### config.mk
export PLATFORM = sky130hd
export DESIGN_NAME = drfc_core
export DESIGN_NICKNAME = d
export VERILOG_FILES = /design/src/drfc_pkg.sv /design/src/drfc_core.sv
export VERILOG_INCLUDE_DIRS = /design/src /design/src/src
export SDC_FILE = /design/constraint.sdc
export NUM_CORES = 1
export LEC_CHECK = 0
export BUFFER_PORTS_ARGS = -buffer_cell sky130_fd_sc_hd__buf_2
export CAP_MARGIN = 20
export CORE_UTILIZATION = 51
export DETAILED_ROUTE_END_ITERATION = 8
export PLACE_DENSITY_LB_ADDON = 0.05
export SLEW_MARGIN = 10
export SYNTH_ARGS = -nofsm -noshare
export SYNTH_HDL_FRONTEND = slang
export SYNTH_SLANG_ARGS = --single-unit
### constraint.sdc
create_clock -name core_clk -period 2.4 [get_ports core_clk]
set_input_delay 0.24 -clock core_clk [delete_from_list [all_inputs] [get_ports core_clk]]
set_output_delay 0.24 -clock core_clk [all_outputs]
set_load 0.03 [all_outputs]
### src/drfc_defines.svh
// register offsets, field positions, reset values and divider figures of the refresh block
`ifndef DRFC_DEFINES_SVH
`define DRFC_DEFINES_SVH

// register indices; byte address is four times the index
`define DRFC_IDX_CTRL      28'h5FFFFAC
`define DRFC_IDX_TCS       28'h5FFFFAE
`define DRFC_IDX_CNT       28'h5FFFFB0
`define DRFC_IDX_CONST     28'h5FFFFB2
`define DRFC_IDX_IRQ_STAT  28'h5FFFFB4
`define DRFC_IDX_IRQ_MASK  28'h5FFFFB6

// refresh_control fields
`define DRFC_CTRL_EN_BIT    7
`define DRFC_CTRL_MODE_BIT  6
`define DRFC_CTRL_WAIT_HI   5
`define DRFC_CTRL_WAIT_LO   4

// refresh_timer_control_status fields
`define DRFC_TCS_CMF_BIT    7
`define DRFC_TCS_COMPARE_MATCH_IRQ_ENABLE_BIT   6
`define DRFC_TCS_CKS_HI     5
`define DRFC_TCS_CKS_LO     3

// interrupt status / mask bits
`define DRFC_IRQ_MATCH_BIT  0
`define DRFC_IRQ_DONE_BIT   1

// reset values
`define DRFC_CTRL_RESET     16'h0000
`define DRFC_TCS_RESET      16'h0000
`define DRFC_CNT_RESET      8'h00
`define DRFC_CONST_RESET    8'hFF
`define DRFC_IRQ_RESET      2'h0

// the only write width the registers take: low halfword lanes
`define DRFC_BE_HALF        4'h3

// prescaler divide masks (divisor minus one) for select codes 1..7
`define DRFC_DIV2_MASK      12'h001
`define DRFC_DIV8_MASK      12'h007
`define DRFC_DIV32_MASK     12'h01F
`define DRFC_DIV128_MASK    12'h07F
`define DRFC_DIV512_MASK    12'h1FF
`define DRFC_DIV2048_MASK   12'h7FF
`define DRFC_DIV4096_MASK   12'hFFF

`endif

### src/drfc_pkg.sv
// types shared by the refresh control block and its bench
`default_nettype none
package drfc_pkg;

   // avalon-mm request from the master
   typedef struct packed {
      logic [29:0] address;
      logic        read;
      logic        write;
      logic [31:0] writedata;
      logic [3:0]  byteenable;
   } drfc_avl_req_t;

   // avalon-mm answer to the master
   typedef struct packed {
      logic [31:0] readdata;
      logic        waitrequest;
   } drfc_avl_rsp_t;

   // dram strobes, active low, plus a busy level
   typedef struct packed {
      logic rasN;
      logic casN;
      logic busy;
   } drfc_dram_t;

   // refresh sequencer states
   typedef enum logic [4:0] {
      DRFC_IDLE    = 5'h01,
      DRFC_CAS     = 5'h02,
      DRFC_RAS     = 5'h04,
      DRFC_PRECHG  = 5'h08,
      DRFC_SELF    = 5'h10
   } drfc_fsm_t;

   // all state of the core
   typedef struct packed {
      logic          refEn;
      logic          refMode;
      logic [1:0]    waitSel;
      logic          compare_match_flag;
      logic          cmfArmed;
      logic          compare_match_irq_enable;
      logic [2:0]    clkSel;
      logic [7:0]    cnt;
      logic [7:0]    cons;
      logic [11:0]   presc;
      logic [1:0]    irqStat;
      logic [1:0]    irqMask;
      logic          refPend;
      drfc_fsm_t     fsm;
      logic [2:0]    waitCnt;
      drfc_avl_rsp_t rsp;
      logic          irq;
      drfc_dram_t    dram;
   } drfc_state_t;

endpackage : drfc_pkg
`default_nettype wire

### src/drfc_core.sv
// refresh timer, dram refresh sequencer and its avalon-mm register slave
//
// The Avalon-MM interface to the registers was chosen for this implementation.
`include "drfc_defines.svh"
`default_nettype none

// Operation
// - with refresh enabled, timer compare matches drive dram refresh cycles
// - refresh disabled at reset; no refresh then, counter works as interval timer
// - wait field 00..11 gives one to four wait states in cbr refresh
// - compare flag sets when counter equals constant
// - flag clears only after being read as one then written zero
// - interrupt enable bit gates the compare match interrupt, off at reset
// - clock select 000 stops counter, others pick clock divided 2..4096
// - registers read at any width, written only by 16-bit accesses
// - counter is an 8-bit read/write register counting prescaled clock
// - constant is an 8-bit read/write register, resets to all ones
module drfc_core (
   // clock and reset
   input  wire logic                    core_clk,
   input  wire logic                    rst,
   // avalon-mm slave
   input  wire drfc_pkg::drfc_avl_req_t avlReq,
   output var  drfc_pkg::drfc_avl_rsp_t avlRsp,
   // interrupt, level, active high
   output logic                         irq,
   // dram refresh strobes
   output var  drfc_pkg::drfc_dram_t    dram
);

   drfc_pkg::drfc_state_t st;
   drfc_pkg::drfc_state_t next_st;

   // reset images of the two control registers, held whole so fields can be picked out;
   // a bit-select straight on a sized literal is not legal, hence the named constants
   localparam logic [15:0] CTRL_RST = `DRFC_CTRL_RESET;
   localparam logic [15:0] TCS_RST  = `DRFC_TCS_RESET;

   // how the core hangs together
   //
   // bus side:
   //   every request costs exactly one wait cycle. the first edge that sees read or
   //   write with waitrequest high latches the answer; the next edge is the one where
   //   the master sees waitrequest low, and only there does a write land. read data
   //   is captured one edge early so it stands, registered, in the answer cycle.
   //   outside the answer cycle read data is forced to zero, which keeps stale
   //   register contents off the bus and makes a misplaced sample easy to spot.
   //
   // write width:
   //   only the low halfword lane pattern is accepted for writes. any other byte
   //   enable still gets an answer, so a careless master never hangs, but nothing
   //   is stored. reads ignore byte enables and always return the whole word.
   //
   // timer:
   //   the prescaler runs free from reset and is never cleared by a select change.
   //   the trade-off is a first period after a select change that may be short by
   //   up to one divided clock; in exchange there is no extra clear path and the
   //   enable pulse is a plain mask compare. select code zero produces no pulse.
   //
   // compare:
   //   the compare is looked at only on an enable pulse, so a counter written equal
   //   to the constant does not match until the next pulse. a match clears the count
   //   on that same pulse, so the match period is constant plus one pulses.
   //   a software write to the counter wins over a pulse in the same cycle.
   //
   // flag clear:
   //   reading the control/status register while the flag is set arms the clear;
   //   the next write to that register disarms it, and clears the flag only if
   //   the written flag bit is zero. a match in the clearing cycle keeps the flag.
   //
   // refresh sequencer:
   //   one pending bit queues a single match while a refresh is running; further
   //   matches in that time are folded into it. clearing the enable drops it.
   //   column strobe leads row strobe by one cycle in both kinds of refresh. a cbr
   //   refresh holds the row strobe low for the wait setting plus one cycles, then
   //   both strobes rise together and one precharge cycle follows. self-refresh
   //   holds both strobes low until software clears the enable or the mode bit.
   //   the busy level covers the strobe cycles and the precharge cycle.
   //
   // interrupts:
   //   the compare flag, gated by its enable, and the masked sticky status share
   //   one registered level. sticky status bits set by hardware win over a
   //   write-one clear landing in the same cycle, so no event is ever lost.
   //
   // limitation:
   //   the register decode compares the full index, so aliases of the registers
   //   read as zero and swallow writes, like any unmapped index.

   // prescaler mask for a select code; zero code never ticks
   function automatic logic [11:0] divMask(input logic [2:0] sel);
      case (sel)
         3'h1:    divMask = `DRFC_DIV2_MASK;
         3'h2:    divMask = `DRFC_DIV8_MASK;
         3'h3:    divMask = `DRFC_DIV32_MASK;
         3'h4:    divMask = `DRFC_DIV128_MASK;
         3'h5:    divMask = `DRFC_DIV512_MASK;
         3'h6:    divMask = `DRFC_DIV2048_MASK;
         3'h7:    divMask = `DRFC_DIV4096_MASK;
         default: divMask = 12'h000;
      endcase
   endfunction : divMask

   // register readback; reserved bits are zero
   function automatic logic [31:0] readReg(input drfc_pkg::drfc_state_t s,
                                           input logic [27:0]           idx);
      readReg = 32'h0000_0000;
      case (idx)
         `DRFC_IDX_CTRL: begin
            readReg[`DRFC_CTRL_EN_BIT]                    = s.refEn;
            readReg[`DRFC_CTRL_MODE_BIT]                  = s.refMode;
            readReg[`DRFC_CTRL_WAIT_HI:`DRFC_CTRL_WAIT_LO] = s.waitSel;
         end
         `DRFC_IDX_TCS: begin
            readReg[`DRFC_TCS_CMF_BIT]                 = s.compare_match_flag;
            readReg[`DRFC_TCS_COMPARE_MATCH_IRQ_ENABLE_BIT]                = s.compare_match_irq_enable;
            readReg[`DRFC_TCS_CKS_HI:`DRFC_TCS_CKS_LO] = s.clkSel;
         end
         `DRFC_IDX_CNT:      readReg[7:0] = s.cnt;
         `DRFC_IDX_CONST:    readReg[7:0] = s.cons;
         `DRFC_IDX_IRQ_STAT: readReg[1:0] = s.irqStat;
         `DRFC_IDX_IRQ_MASK: readReg[1:0] = s.irqMask;
         default:            readReg = 32'h0000_0000;
      endcase
   endfunction : readReg

   // next-state logic for the whole core
   always_comb begin
      logic [27:0] idx;
      logic        wrTake;
      logic        rdTake;
      logic        tick;
      logic        match;
      logic        cmfClr;
      logic        evDone;
      logic [15:0] wd;
      idx     = avlReq.address[29:2];
      wd      = avlReq.writedata[15:0];
      next_st = st;
      // transfer completes at the edge where waitrequest is low
      wrTake  = avlReq.write && !st.rsp.waitrequest
                && (avlReq.byteenable == `DRFC_BE_HALF);
      rdTake  = avlReq.read && !st.rsp.waitrequest;
      evDone  = 1'b0;

      // bus handshake: one wait cycle, then a single ready cycle
      if ((avlReq.read || avlReq.write) && st.rsp.waitrequest) begin
         next_st.rsp.waitrequest = 1'b0;
         next_st.rsp.readdata    = avlReq.read ? readReg(st, idx) : 32'h0000_0000;
      end else begin
         next_st.rsp.waitrequest = 1'b1;
         next_st.rsp.readdata    = 32'h0000_0000;
      end

      // free-running prescaler, enable pulse on wrap of the selected bits
      next_st.presc = st.presc + 12'h001;
      tick = (st.clkSel != 3'h0)
             && ((st.presc & divMask(st.clkSel)) == divMask(st.clkSel));

      // counter and compare; match clears the count
      match = 1'b0;
      if (tick) begin
         if (st.cnt == st.cons) begin
            match       = 1'b1;
            next_st.cnt = 8'h00;
         end else begin
            next_st.cnt = st.cnt + 8'h01;
         end
      end

      // arm the flag clear when software sees it set
      if (rdTake && idx == `DRFC_IDX_TCS && st.compare_match_flag) begin
         next_st.cmfArmed = 1'b1;
      end

      // register writes; reserved bits never stored
      cmfClr = 1'b0;
      if (wrTake) begin
         case (idx)
            `DRFC_IDX_CTRL: begin
               next_st.refEn   = wd[`DRFC_CTRL_EN_BIT];
               next_st.refMode = wd[`DRFC_CTRL_MODE_BIT];
               next_st.waitSel = wd[`DRFC_CTRL_WAIT_HI:`DRFC_CTRL_WAIT_LO];
            end
            `DRFC_IDX_TCS: begin
               next_st.compare_match_irq_enable   = wd[`DRFC_TCS_COMPARE_MATCH_IRQ_ENABLE_BIT];
               next_st.clkSel = wd[`DRFC_TCS_CKS_HI:`DRFC_TCS_CKS_LO];
               // writing one to the flag does nothing
               cmfClr = st.cmfArmed && !wd[`DRFC_TCS_CMF_BIT];
               next_st.cmfArmed = 1'b0;
            end
            `DRFC_IDX_CNT: begin
               next_st.cnt = wd[7:0];
            end
            `DRFC_IDX_CONST: begin
               next_st.cons = wd[7:0];
            end
            `DRFC_IDX_IRQ_STAT: begin
               next_st.irqStat = st.irqStat & ~wd[1:0];
            end
            `DRFC_IDX_IRQ_MASK: begin
               next_st.irqMask = wd[1:0];
            end
            default: begin
               next_st.irqMask = st.irqMask;
            end
         endcase
      end

      // compare flag: a match in the clearing cycle wins
      if (match) begin
         next_st.compare_match_flag = 1'b1;
      end else if (cmfClr) begin
         next_st.compare_match_flag = 1'b0;
      end

      // a match requests one refresh only while refresh is enabled
      if (match && st.refEn) begin
         next_st.refPend = 1'b1;
      end
      if (!st.refEn) begin
         next_st.refPend = 1'b0;
      end

      // refresh sequencer
      case (st.fsm)
         drfc_pkg::DRFC_IDLE: begin
            next_st.dram.rasN = 1'b1;
            next_st.dram.casN = 1'b1;
            next_st.dram.busy = 1'b0;
            if (st.refPend && st.refEn) begin
               next_st.refPend   = match;
               next_st.fsm       = drfc_pkg::DRFC_CAS;
               next_st.dram.casN = 1'b0;
               next_st.dram.busy = 1'b1;
            end
         end
         drfc_pkg::DRFC_CAS: begin
            // cas leads ras in both refresh kinds
            next_st.dram.rasN = 1'b0;
            if (st.refMode) begin
               next_st.fsm = drfc_pkg::DRFC_SELF;
            end else begin
               next_st.fsm     = drfc_pkg::DRFC_RAS;
               next_st.waitCnt = {1'b0, st.waitSel};
            end
         end
         drfc_pkg::DRFC_RAS: begin
            // ras stays low for one cycle per wait state
            if (st.waitCnt == 3'h0) begin
               next_st.fsm       = drfc_pkg::DRFC_PRECHG;
               next_st.dram.rasN = 1'b1;
               next_st.dram.casN = 1'b1;
               evDone            = 1'b1;
            end else begin
               next_st.waitCnt = st.waitCnt - 3'h1;
            end
         end
         drfc_pkg::DRFC_SELF: begin
            // held until software leaves self-refresh
            if (!st.refEn || !st.refMode) begin
               next_st.fsm       = drfc_pkg::DRFC_PRECHG;
               next_st.dram.rasN = 1'b1;
               next_st.dram.casN = 1'b1;
               evDone            = 1'b1;
            end
         end
         drfc_pkg::DRFC_PRECHG: begin
            next_st.fsm       = drfc_pkg::DRFC_IDLE;
            next_st.dram.busy = 1'b0;
         end
         default: begin
            next_st.fsm       = drfc_pkg::DRFC_IDLE;
            next_st.dram.rasN = 1'b1;
            next_st.dram.casN = 1'b1;
            next_st.dram.busy = 1'b0;
         end
      endcase

      // sticky interrupt status; hardware set wins over a clear
      if (match) begin
         next_st.irqStat[`DRFC_IRQ_MATCH_BIT] = 1'b1;
      end
      if (evDone) begin
         next_st.irqStat[`DRFC_IRQ_DONE_BIT] = 1'b1;
      end

      // one level output from the flag gate and the masked status
      next_st.irq = (next_st.compare_match_flag && next_st.compare_match_irq_enable)
                    || ((next_st.irqStat & next_st.irqMask) != 2'h0);
   end

   // state register, synchronous reset
   always_ff @(posedge core_clk) begin
      if (rst) begin
         st                  <= '0;
         st.refEn            <= CTRL_RST[`DRFC_CTRL_EN_BIT];
         st.refMode          <= CTRL_RST[`DRFC_CTRL_MODE_BIT];
         st.waitSel          <= CTRL_RST[`DRFC_CTRL_WAIT_HI:`DRFC_CTRL_WAIT_LO];
         st.compare_match_irq_enable             <= TCS_RST[`DRFC_TCS_COMPARE_MATCH_IRQ_ENABLE_BIT];
         st.clkSel           <= TCS_RST[`DRFC_TCS_CKS_HI:`DRFC_TCS_CKS_LO];
         st.cnt              <= `DRFC_CNT_RESET;
         st.cons             <= `DRFC_CONST_RESET;
         st.irqStat          <= `DRFC_IRQ_RESET;
         st.irqMask          <= `DRFC_IRQ_RESET;
         st.fsm              <= drfc_pkg::DRFC_IDLE;
         st.rsp.waitrequest  <= 1'b1;
         st.dram.rasN        <= 1'b1;
         st.dram.casN        <= 1'b1;
      end else begin
         st <= next_st;
      end
   end

   // outputs straight from the state register
   assign avlRsp = st.rsp;
   assign irq    = st.irq;
   assign dram   = st.dram;

endmodule : drfc_core
`default_nettype wire

# Word-level counts from Yosys, hierarchy flattened
# Index checks and enable logic that the tools add are counted.
op_classes:
  add_sub_neg: 3
  eq_ne: 26
  n_mul: 0
  n_mux: 44
  n_lt_le_gt_ge: 0
  reduce_logical: 33
  n_bitwise: 8
  div_mod_pow: 0
  shifts: 0
op_table:
  columns: ["op", "n"]
  rows:
  - ["$eq A28 B27 Y1 const B", 6]
  - ["$pmux W12 S7", 1]
  - ["$mux W8", 4]
  - ["$mux W21", 1]
  - ["$mux W5", 4]
  - ["$pmux W5 S4", 1]
  - ["$pmux W4 S4", 1]
  - ["$mux W1", 15]
  - ["$add A12 B1 Y12 const B", 1]
  - ["$and A12 B12 Y12", 1]
  - ["$eq A12 B12 Y1", 1]
  - ["$eq A3 B3 Y1 const B", 4]
  - ["$reduce_and A3 Y1", 4]
  - ["$logic_and A1 B1 Y1", 11]
  - ["$mux W2", 5]
  - ["$ne A2 B2 Y1 const B", 5]
  - ["$add A8 B1 Y8 const B", 1]
  - ["$eq A8 B8 Y1", 1]
  - ["$pmux W1 S4", 2]
  - ["$pmux W2 S4", 1]
  - ["$eq A3 B2 Y1 const B", 2]
  - ["$mux W3", 2]
  - ["$mux W6", 1]
  - ["$pmux W1 S2", 3]
  - ["22 further kinds", 36]
word_totals:
  n_memories: 0
  output_inout_bits: 37
  ram_bits: 0
  regBits: 88
  romBits: 0
  latch_bits: 0
  word_cells: 136
  input_bits: 70

# Longest topological paths before layout
# Gate-level depths: netlist (run 1).
depth:
  word_depth: 11
  mapped_depth: 7

# Least setup slack after synthesis (run 1)
# Ideal clock, no wire load.
synth_timing:
  path_kind: "input to register"
  from: "input avlReq[65] (netlist name)"
  to: "register st[72] (netlist name)"
  n_path_buf: 1
  t_arrival_ns: 1.665
  setup_slack_ns: 0.610
  cell_stages: 7
  cell_sequence: "or3b_1 > nor4_4 > and4b_1 > buf_2 > nand3_2 > nand3b_1 > o21ai_0"
synth_between:
  elab_chain_len: 3
synth_rtl:
  columns: ["element", "line", "text"]
  rows:
  - ["from (decl)", "drfc_core.sv:23", "input wire drfc_pkg::drfc_avl_req_t avlReq,"]
  - ["$eq A28 B27 Y1", "drfc_core.sv:178", "case (idx)"]
  - ["$mux W8", "drfc_core.sv:178", null]
  - ["$mux W21", "drfc_core.sv:177", "if (wrTake) begin"]
  - ["to (signal assigned)", "drfc_core.sv:310", "st <= next_st;"]
  - ["to (decl)", "drfc_core.sv:31", "drfc_pkg::drfc_state_t st;"]
# No other way between the ends.
# A chain may end at the register's enable or synchronous reset.

# Worst setup path after layout (run 1)
layout_timing:
  from: "register st[53] (netlist name)"
  to: "register st[76] (netlist name)"
layout_between:
  elab_chain_len: 6
layout_rtl:
  columns: ["element", "line", "text"]
  rows:
  - ["$and A12 B12 Y12 (*)", "drfc_core.sv:157", "&& ((st.presc & divMask(st.clkSel)) == divMask(st.clkSel));"]
  - ["$eq A12 B12 Y1 (*)", "drfc_core.sv:157", null]
  - ["$logic_and A1 B1 Y1 (*)", "drfc_core.sv:157", null]
  - ["$mux W8 (*)", "drfc_core.sv:161", "if (tick) begin"]
  - ["$mux W8", "drfc_core.sv:178", null]
  - ["$mux W21 (*)", "drfc_core.sv:177", null]
# Every way passes the cells marked *; elsewhere a longest branch is shown, timed or not.

==> metrics.txt, run 1 <==
status=complete, but fails checks; failing checks=design-rule violations; Hold WS=~0.096 ns; vias per inst=around 5.4; clk buf depth=2; clk_lat worst skew=between 0.3 and 0.4 ns; placed cell areas=between 3000 and 4000 µm²; Post-synth EDFFs=0; CTS clk-pin slew, worst paths=about 0.070 ns; top cells by area, synth=dfxtp_1 (37%), buf_4 (7.8%), mux2i_1 (4.9%); total vias in the final route=between 2,000 and 3,000; CTS Hold Buffers Added=0; NumNets Final=about 530; post-synthesis mux area share=0.06245; Setup crit end kind=register; final core occ=0.5973; DRT iter0 DRCs=133; Ys Warns=0; Pins Over Slew Limit=0; final hold viol count=0; CP top delay family=simple AND/OR/NAND/NOR gates; Post-Route Setup TNS=0 ns; Pre-antenna DRT Iters=9; Synth Flop Type=dfxtp_1; Synth Area in Compound Gates=0.1158; Die Y=84.20 µm; first-pass GRT wire length=about 13,000 µm; CTS tree=done; Pwr Density=around 550 nW/µm²; Leakage=between 1.5 and 2 nW; post-synth top area cell=dfxtp_1; GPL Wtd Cong=~0.84; layout cell share with drive strength beyond 1=0.2035; Seq/Total Area, Yosys=0.3718; crit path DAT=roughly 2.3 ns; Syn Inst Count=roughly 400; post-CTS setup buffers=0; critical path peak fanout=6; slowest library cell on the worst path=dfxtp_1; largest net degree at the start of global routing=30; top-count cell post-synth=dfxtp_1; syn avg cell area=8.572 µm²; switch share=0.2507; area of the core=6422 µm²; critical-path cell list=and4_1, nand2_1, o31ai_1, nand3_1, nand3b_1, o21ai_0; Peak VDD IR=0.4610 mV; Slew headroom=0.6266; post-route ant nets=0; Post-Route WL=7668 µm; CTS root buffer=clkbuf_8; Startpoint Class=register; Core Rows=29; WL/cell=roughly 14 µm; Max-Cap Viols=0; Critical path buffers and inverters=0; number of buffers created by CTS=9; vias in the first global route=around 2,600; Synth Area in Adders=0.01452; WP data required=roughly 2.6 ns; All-Layer GR Usage=0.2308; Resize count post-CTS=0; gr ovfl total=0; Final min period=just over 2 ns; Comb power frac=0.079; DR DRC count=10; clock share of power=0.417; Cell Int Power=0.001593 W; filler instances=approximately 600; kind of critical path=reg -> reg; Tcrit/Tclk final=0.8460; switching power total=approximately 0.00053 W; final setup fails=0; RSZ-0062 raised after global routing=false; top-area cell type share of the netlist area=0.3718; post-synthesis simple-gate area fraction=0.2680; Post-synth top cells=dfxtp_1 (64), nor2_1 (42), buf_4 (36); ANT cells=0; Flop pwr share=0.505; asr flop ratio synth=0; Clock Sinks=64; Syn-to-layout area delta=11.33%; dpl hpwl=~5900 µm; initial antenna violation count=0; port buffer count=56; post-synthesis xor/xnor area fraction=0.06354; Die Area=roughly 7000 µm²; IO Count=107; worst hold path type=in -> reg; Mapped Area=3446 µm²; Crit path largest cell delay=between 0.4 and 0.5 ns; Initial Util=0.5365; skew final=just over 0.005 ns; largest family of logic cells by synthesized area=simple AND/OR/NAND/NOR gates; worst-margin pin slew=~0.56 ns; Unique masters post-synth=55; # H-tree levels=3; Fmax=roughly 500 MHz; Yosys reg bits=64; Die Width=around 84 µm; Layout Cell Area excl Fill=roughly 3800 µm²
-- path summary, 6_finish.rpt --
path | startpoint | end | slack [ns] | cells past startpoint
setup reg to reg | st[53] | st[76] | 0.37 | 6
setup / recovery | st[53] | st[76] | 0.37 | 6
hold reg to reg | dram[0] | dram[0] | 0.47 | 2
hold / removal | avlReq[36] | avlRsp[0] | 0.1 | 2
-- power groups by stage --
stage / Combinational [W] / Sequential [W] / Clock [W]
global route: 0.000180 / 0.00107 / 0.000959
finish: 0.000167 / 0.00107 / 0.000886
detailed placement: 0.000166 / 0.00110 / 0
CTS: 0.000166 / 0.00107 / 0.000912
global placement: 0.000165 / 0.00110 / 0
floorplan: 0.000134 / 0.00110 / 0
-- layout make-up --
cell class	count	area (µm²)	area share
Clock buffer	10	127.6	0.03327
Tap cell	77	96.34	0.02511
Sequential cell	64	1281	0.3340
Multi-Input combinational cell	303	1897	0.4945
Timing Repair Buffer	63	332.8	0.08676
Inverter	11	41.29	0.01076
Clock inverter	6	60.06	0.01566
-- sequential cells by signal, summed over array words and instances (netlist names) --
register	flops
avlRsp	9
dram	3
irq	1
st	51
-- layout by cell type, fill, tap and decap left out, types with 3 or more instances in the layout --
master | Yosys | final
a222oi_1 | 4 | 4
a21oi_1 | 18 | 18
clkbuf_8 | 0 | 9
nor2_1 | 42 | 42
conb_1 | 1 | 24
xnor2_1 | 17 | 17
or3_1 | 3 | 3
buf_4 | 36 | 7
nand4_1 | 12 | 12
xor2_1 | 8 | 8
nand2_1 | 34 | 34
nand3_1 | 19 | 19
a21o_1 | 4 | 4
o21ai_0 | 10 | 10
a211oi_1 | 4 | 4
nand2b_1 | 15 | 15
mux2i_1 | 17 | 17
nor3_1 | 9 | 9
mux2_2 | 4 | 4
o21ai_1 | 4 | 4
dfxtp_1 | 64 | 64
buf_2 | 1 | 56
ha_1 | 4 | 4
nor3_2 | 3 | 3
and2_1 | 4 | 4
nor2b_1 | 7 | 7
inv_1 | 11 | 11
clkinv_2 | 0 | 3
-- worst reg2reg max path, stage by stage, from the launching register on --
cell and delay (ns):
dfxtp_1 0.41, and4_1 0.26, nand2_1 0.11, o31ai_1 0.36
nand3_1 0.30, nand3b_1 0.31, o21ai_0 0.15
-- kinds of logic after synthesis --
| family | after synthesis |
|---|---|
| and+or+nand+nor | 169 |
| other | 1 |
| muxes | 21 |
| buffers and inverters | 58 |
| xor gates and xnor gates | 25 |
| DFF | 64 |
| adders and majority gates | 4 |
| AOI/OAI and AO/OA | 60 |
-- per-stage QoR --
step / cells / setup WS, ns / total power, W
5_1_grt: 534 / 0.1673 / 0.002212
6_report: 534 / 0.3697 / 0.002126
3_5_place_dp: 518 / 0.1783 / 0.001263
2_1_floorplan: 425 / 0.6101 / 0.001231
3_3_place_gp: 518 / 0.2321 / 0.001262
4_1_cts: 534 / 0.2750 / 0.002151
-- per-layer routing --
metal,GRT usage,vias to the layer above,share of wire
met5,0,-,0
met1,0.3081,1353,0.46
li1,-,1450,-
met2,0.3726,68,0.48
met3,0.05113,10,0.046
met4,0.07367,0,0.012
No activity file was read; power rests on OpenSTA's default activity.
==> run 2: changes to the inputs <==
- clock period: 2.4 -> 1.98 ns (I/O delays scaled with it)
==> run 2 against run 1 <==
Net effect: the flow still finishes with violations (design-rule violations); clock power rose by 29%; cell count is 3.2% higher; clock skew increased by 0.0033 ns; wire length increased by 4.2%; total power grew 25%; critical path type unchanged.
==> metrics.txt, run 2 (synthesis results as in run 1) <==
status=complete, but fails checks; failing checks=design-rule violations; Clock Sinks=64 (unchanged); final setup fails=0 (unchanged); largest net degree at the start of global routing=25 (-17%); non-filler cells, final=551 (+3.2%); total vias in the final route=2,971 (+3.1%); dpl hpwl=6116 µm (+4.4%); Core Rows=29 (unchanged); Fmax=552.6 MHz (+12%); first-pass GRT wire length=13,220 µm (+3.0%); CTS clk-pin slew, worst paths=0.07 ns (about the same); port buffer count=56 (unchanged); placed cell count=535 (+3.3%); Final min period=1.810 ns (-0.2206 ns); CP top delay family=simple AND/OR/NAND/NOR gates; Reg2Reg Capture Point=irq; register bank with the most flops=st; hold depth=2 (unchanged); skew final=0.008319 ns (+0.003255 ns); slowest library cell on the worst path=dfxtp_1; # H-tree levels=3 (unchanged); GPL Wtd Cong=0.9188 (+9.7%); Max-Cap Viols=0 (unchanged); IO Count=107 (unchanged); final worst slack=0.1703 ns (-0.1994 ns); area of the core=6422 µm² (unchanged); worst-margin pin slew=0.5800 ns (+0.01989 ns); most frequent cells in the layout=dfxtp_1 (64), buf_2 (56), nor2_1 (42); crit path DAT=2.09 ns (-0.16 ns); CTS tree=done; Setup crit end kind=register; vias per inst=5.392 (about the same); Worst Hold Path EP=avlRsp[0]; Die Area=7089 µm² (unchanged); layout cell share with drive strength beyond 1=0.2384 (+0.03490); R2R Path Start=st[54]; Peak VDD IR=0.4810 mV (+4.3%); CTS root buffer=clkbuf_8; final hold viol count=0 (unchanged); All-Layer GR Usage=0.2366 (+0.005776); ANT cells=0 (unchanged); Initial Util=0.5365 (unchanged); DR DRC count=10 (unchanged); post-route ant nets=0 (unchanged); Slew headroom=0.6079 (-0.01871); Startpoint Class=register; kind of critical path=reg -> reg; RSZ-0062 raised after global routing=false; worst hold path type=in -> reg; commonest non-fill, non-tap cell in the layout=dfxtp_1; Pins Over Slew Limit=0 (unchanged); clk_lat worst skew=0.34 ns (about the same); Tcrit/Tclk final=0.9140 (+0.06803); WL/cell=14.50 µm (+0.96%); Largest register FFs=51 (unchanged); NumNets Final=543 (+3.2%); Hold WS=0.06592 ns (-0.02967 ns); clk buf depth=2 (unchanged); Syn-to-layout area delta=15.94%; critical path depth=8 (+2); gr ovfl total=0 (unchanged); reg2reg setup slack=0.17 ns (-0.20 ns); r2r worst-path depth=8 (+2); DP Worst Slack=-0.005385 ns (-0.1837 ns); Die Width=84.20 µm (unchanged); Pre-antenna DRT Iters=8 (-1); WP data required=2.26 ns (-0.36 ns); initial antenna violation count=0 (unchanged); DRT iter0 DRCs=214 (+61%); Critical path buffers and inverters=2 (+2); number of buffers created by CTS=9 (unchanged); critical-path cell list=and4_1, nand2_1, o31ai_1, buf_4, nand3_1, buf_4, a211o_1, nand3_1; CTS Hold Buffers Added=0 (unchanged); Die Y=84.20 µm (unchanged); hold path startpoint=avlReq[36]; Pwr Density=662.6 nW/µm² (+20%); critical path peak fanout=5 (-1); vias in the first global route=2,854 (+8.5%); Leakage=1.612 nW (+6.2%); Crit path largest cell delay=0.39 ns (-0.02 ns); Post-Route WL=7988 µm (+4.2%)
-- run 2: where the power goes --
part | internal [W] | switching (W)
clock | 0.000645 | 0.000497
sequential | 0.00129 | 0.00000741
combinational | 0.0000633 | 0.000141
-- run 2: worst max-delay path by stage --
stage | start | end | slack, ns
global route | st[54] | st[75] | 0.01
global placement | avlReq[65] | st[72] | -0.02
detailed placement | avlReq[65] | st[72] | -0.005
finish | st[54] | irq | 0.17
floorplan | avlRsp[0] | irq | 0.20
CTS | st[54] | st[77] | 0.14
-- run 2: per-layer routing --
layer  track usage  wire, µm  up-vias
met4       0.09248       166        0
met3       0.05211       411       15
met5             0         0        -
li1              -         -     1478
met1        0.2948      3623     1403
met2        0.3994      3787       75
-- run 2: timing repair --
| item | CTS | global route |
|---|---|---|
| setup buffers | 0 | 0 |
| endpoints found under the setup margin | 0 | 2 |
| hold endpoints to repair | 0 | 0 |
| resized for setup | 0 | 2 |
-- run 2: cell type report --
| type | instances | area (µm²) |
|---|---|---|
| inverter | 11 | 41.29 |
| fill | 622 | 2427 |
| multi-input combinational | 303 | 1909 |
| sequential | 64 | 1281 |
| tap | 77 | 96.34 |
| clock inverter | 5 | 55.05 |
| timing repair buffer | 80 | 460.4 |
| clock buffer | 11 | 151.4 |
-- run 2: through the flow --
step	power [W]	cell area (µm²)	TNS, ns	utilization
final	0.002647	3995	0	0.6221
after global routing	0.002749	3995	0	0.6221
after CTS	0.002667	3983	0	0.6201
after detailed placement	0.001532	3776	-0.01047	0.5880
after global placement	0.001530	3776	-0.05200	0.5880
after floorplan	0.001492	3532	0	-
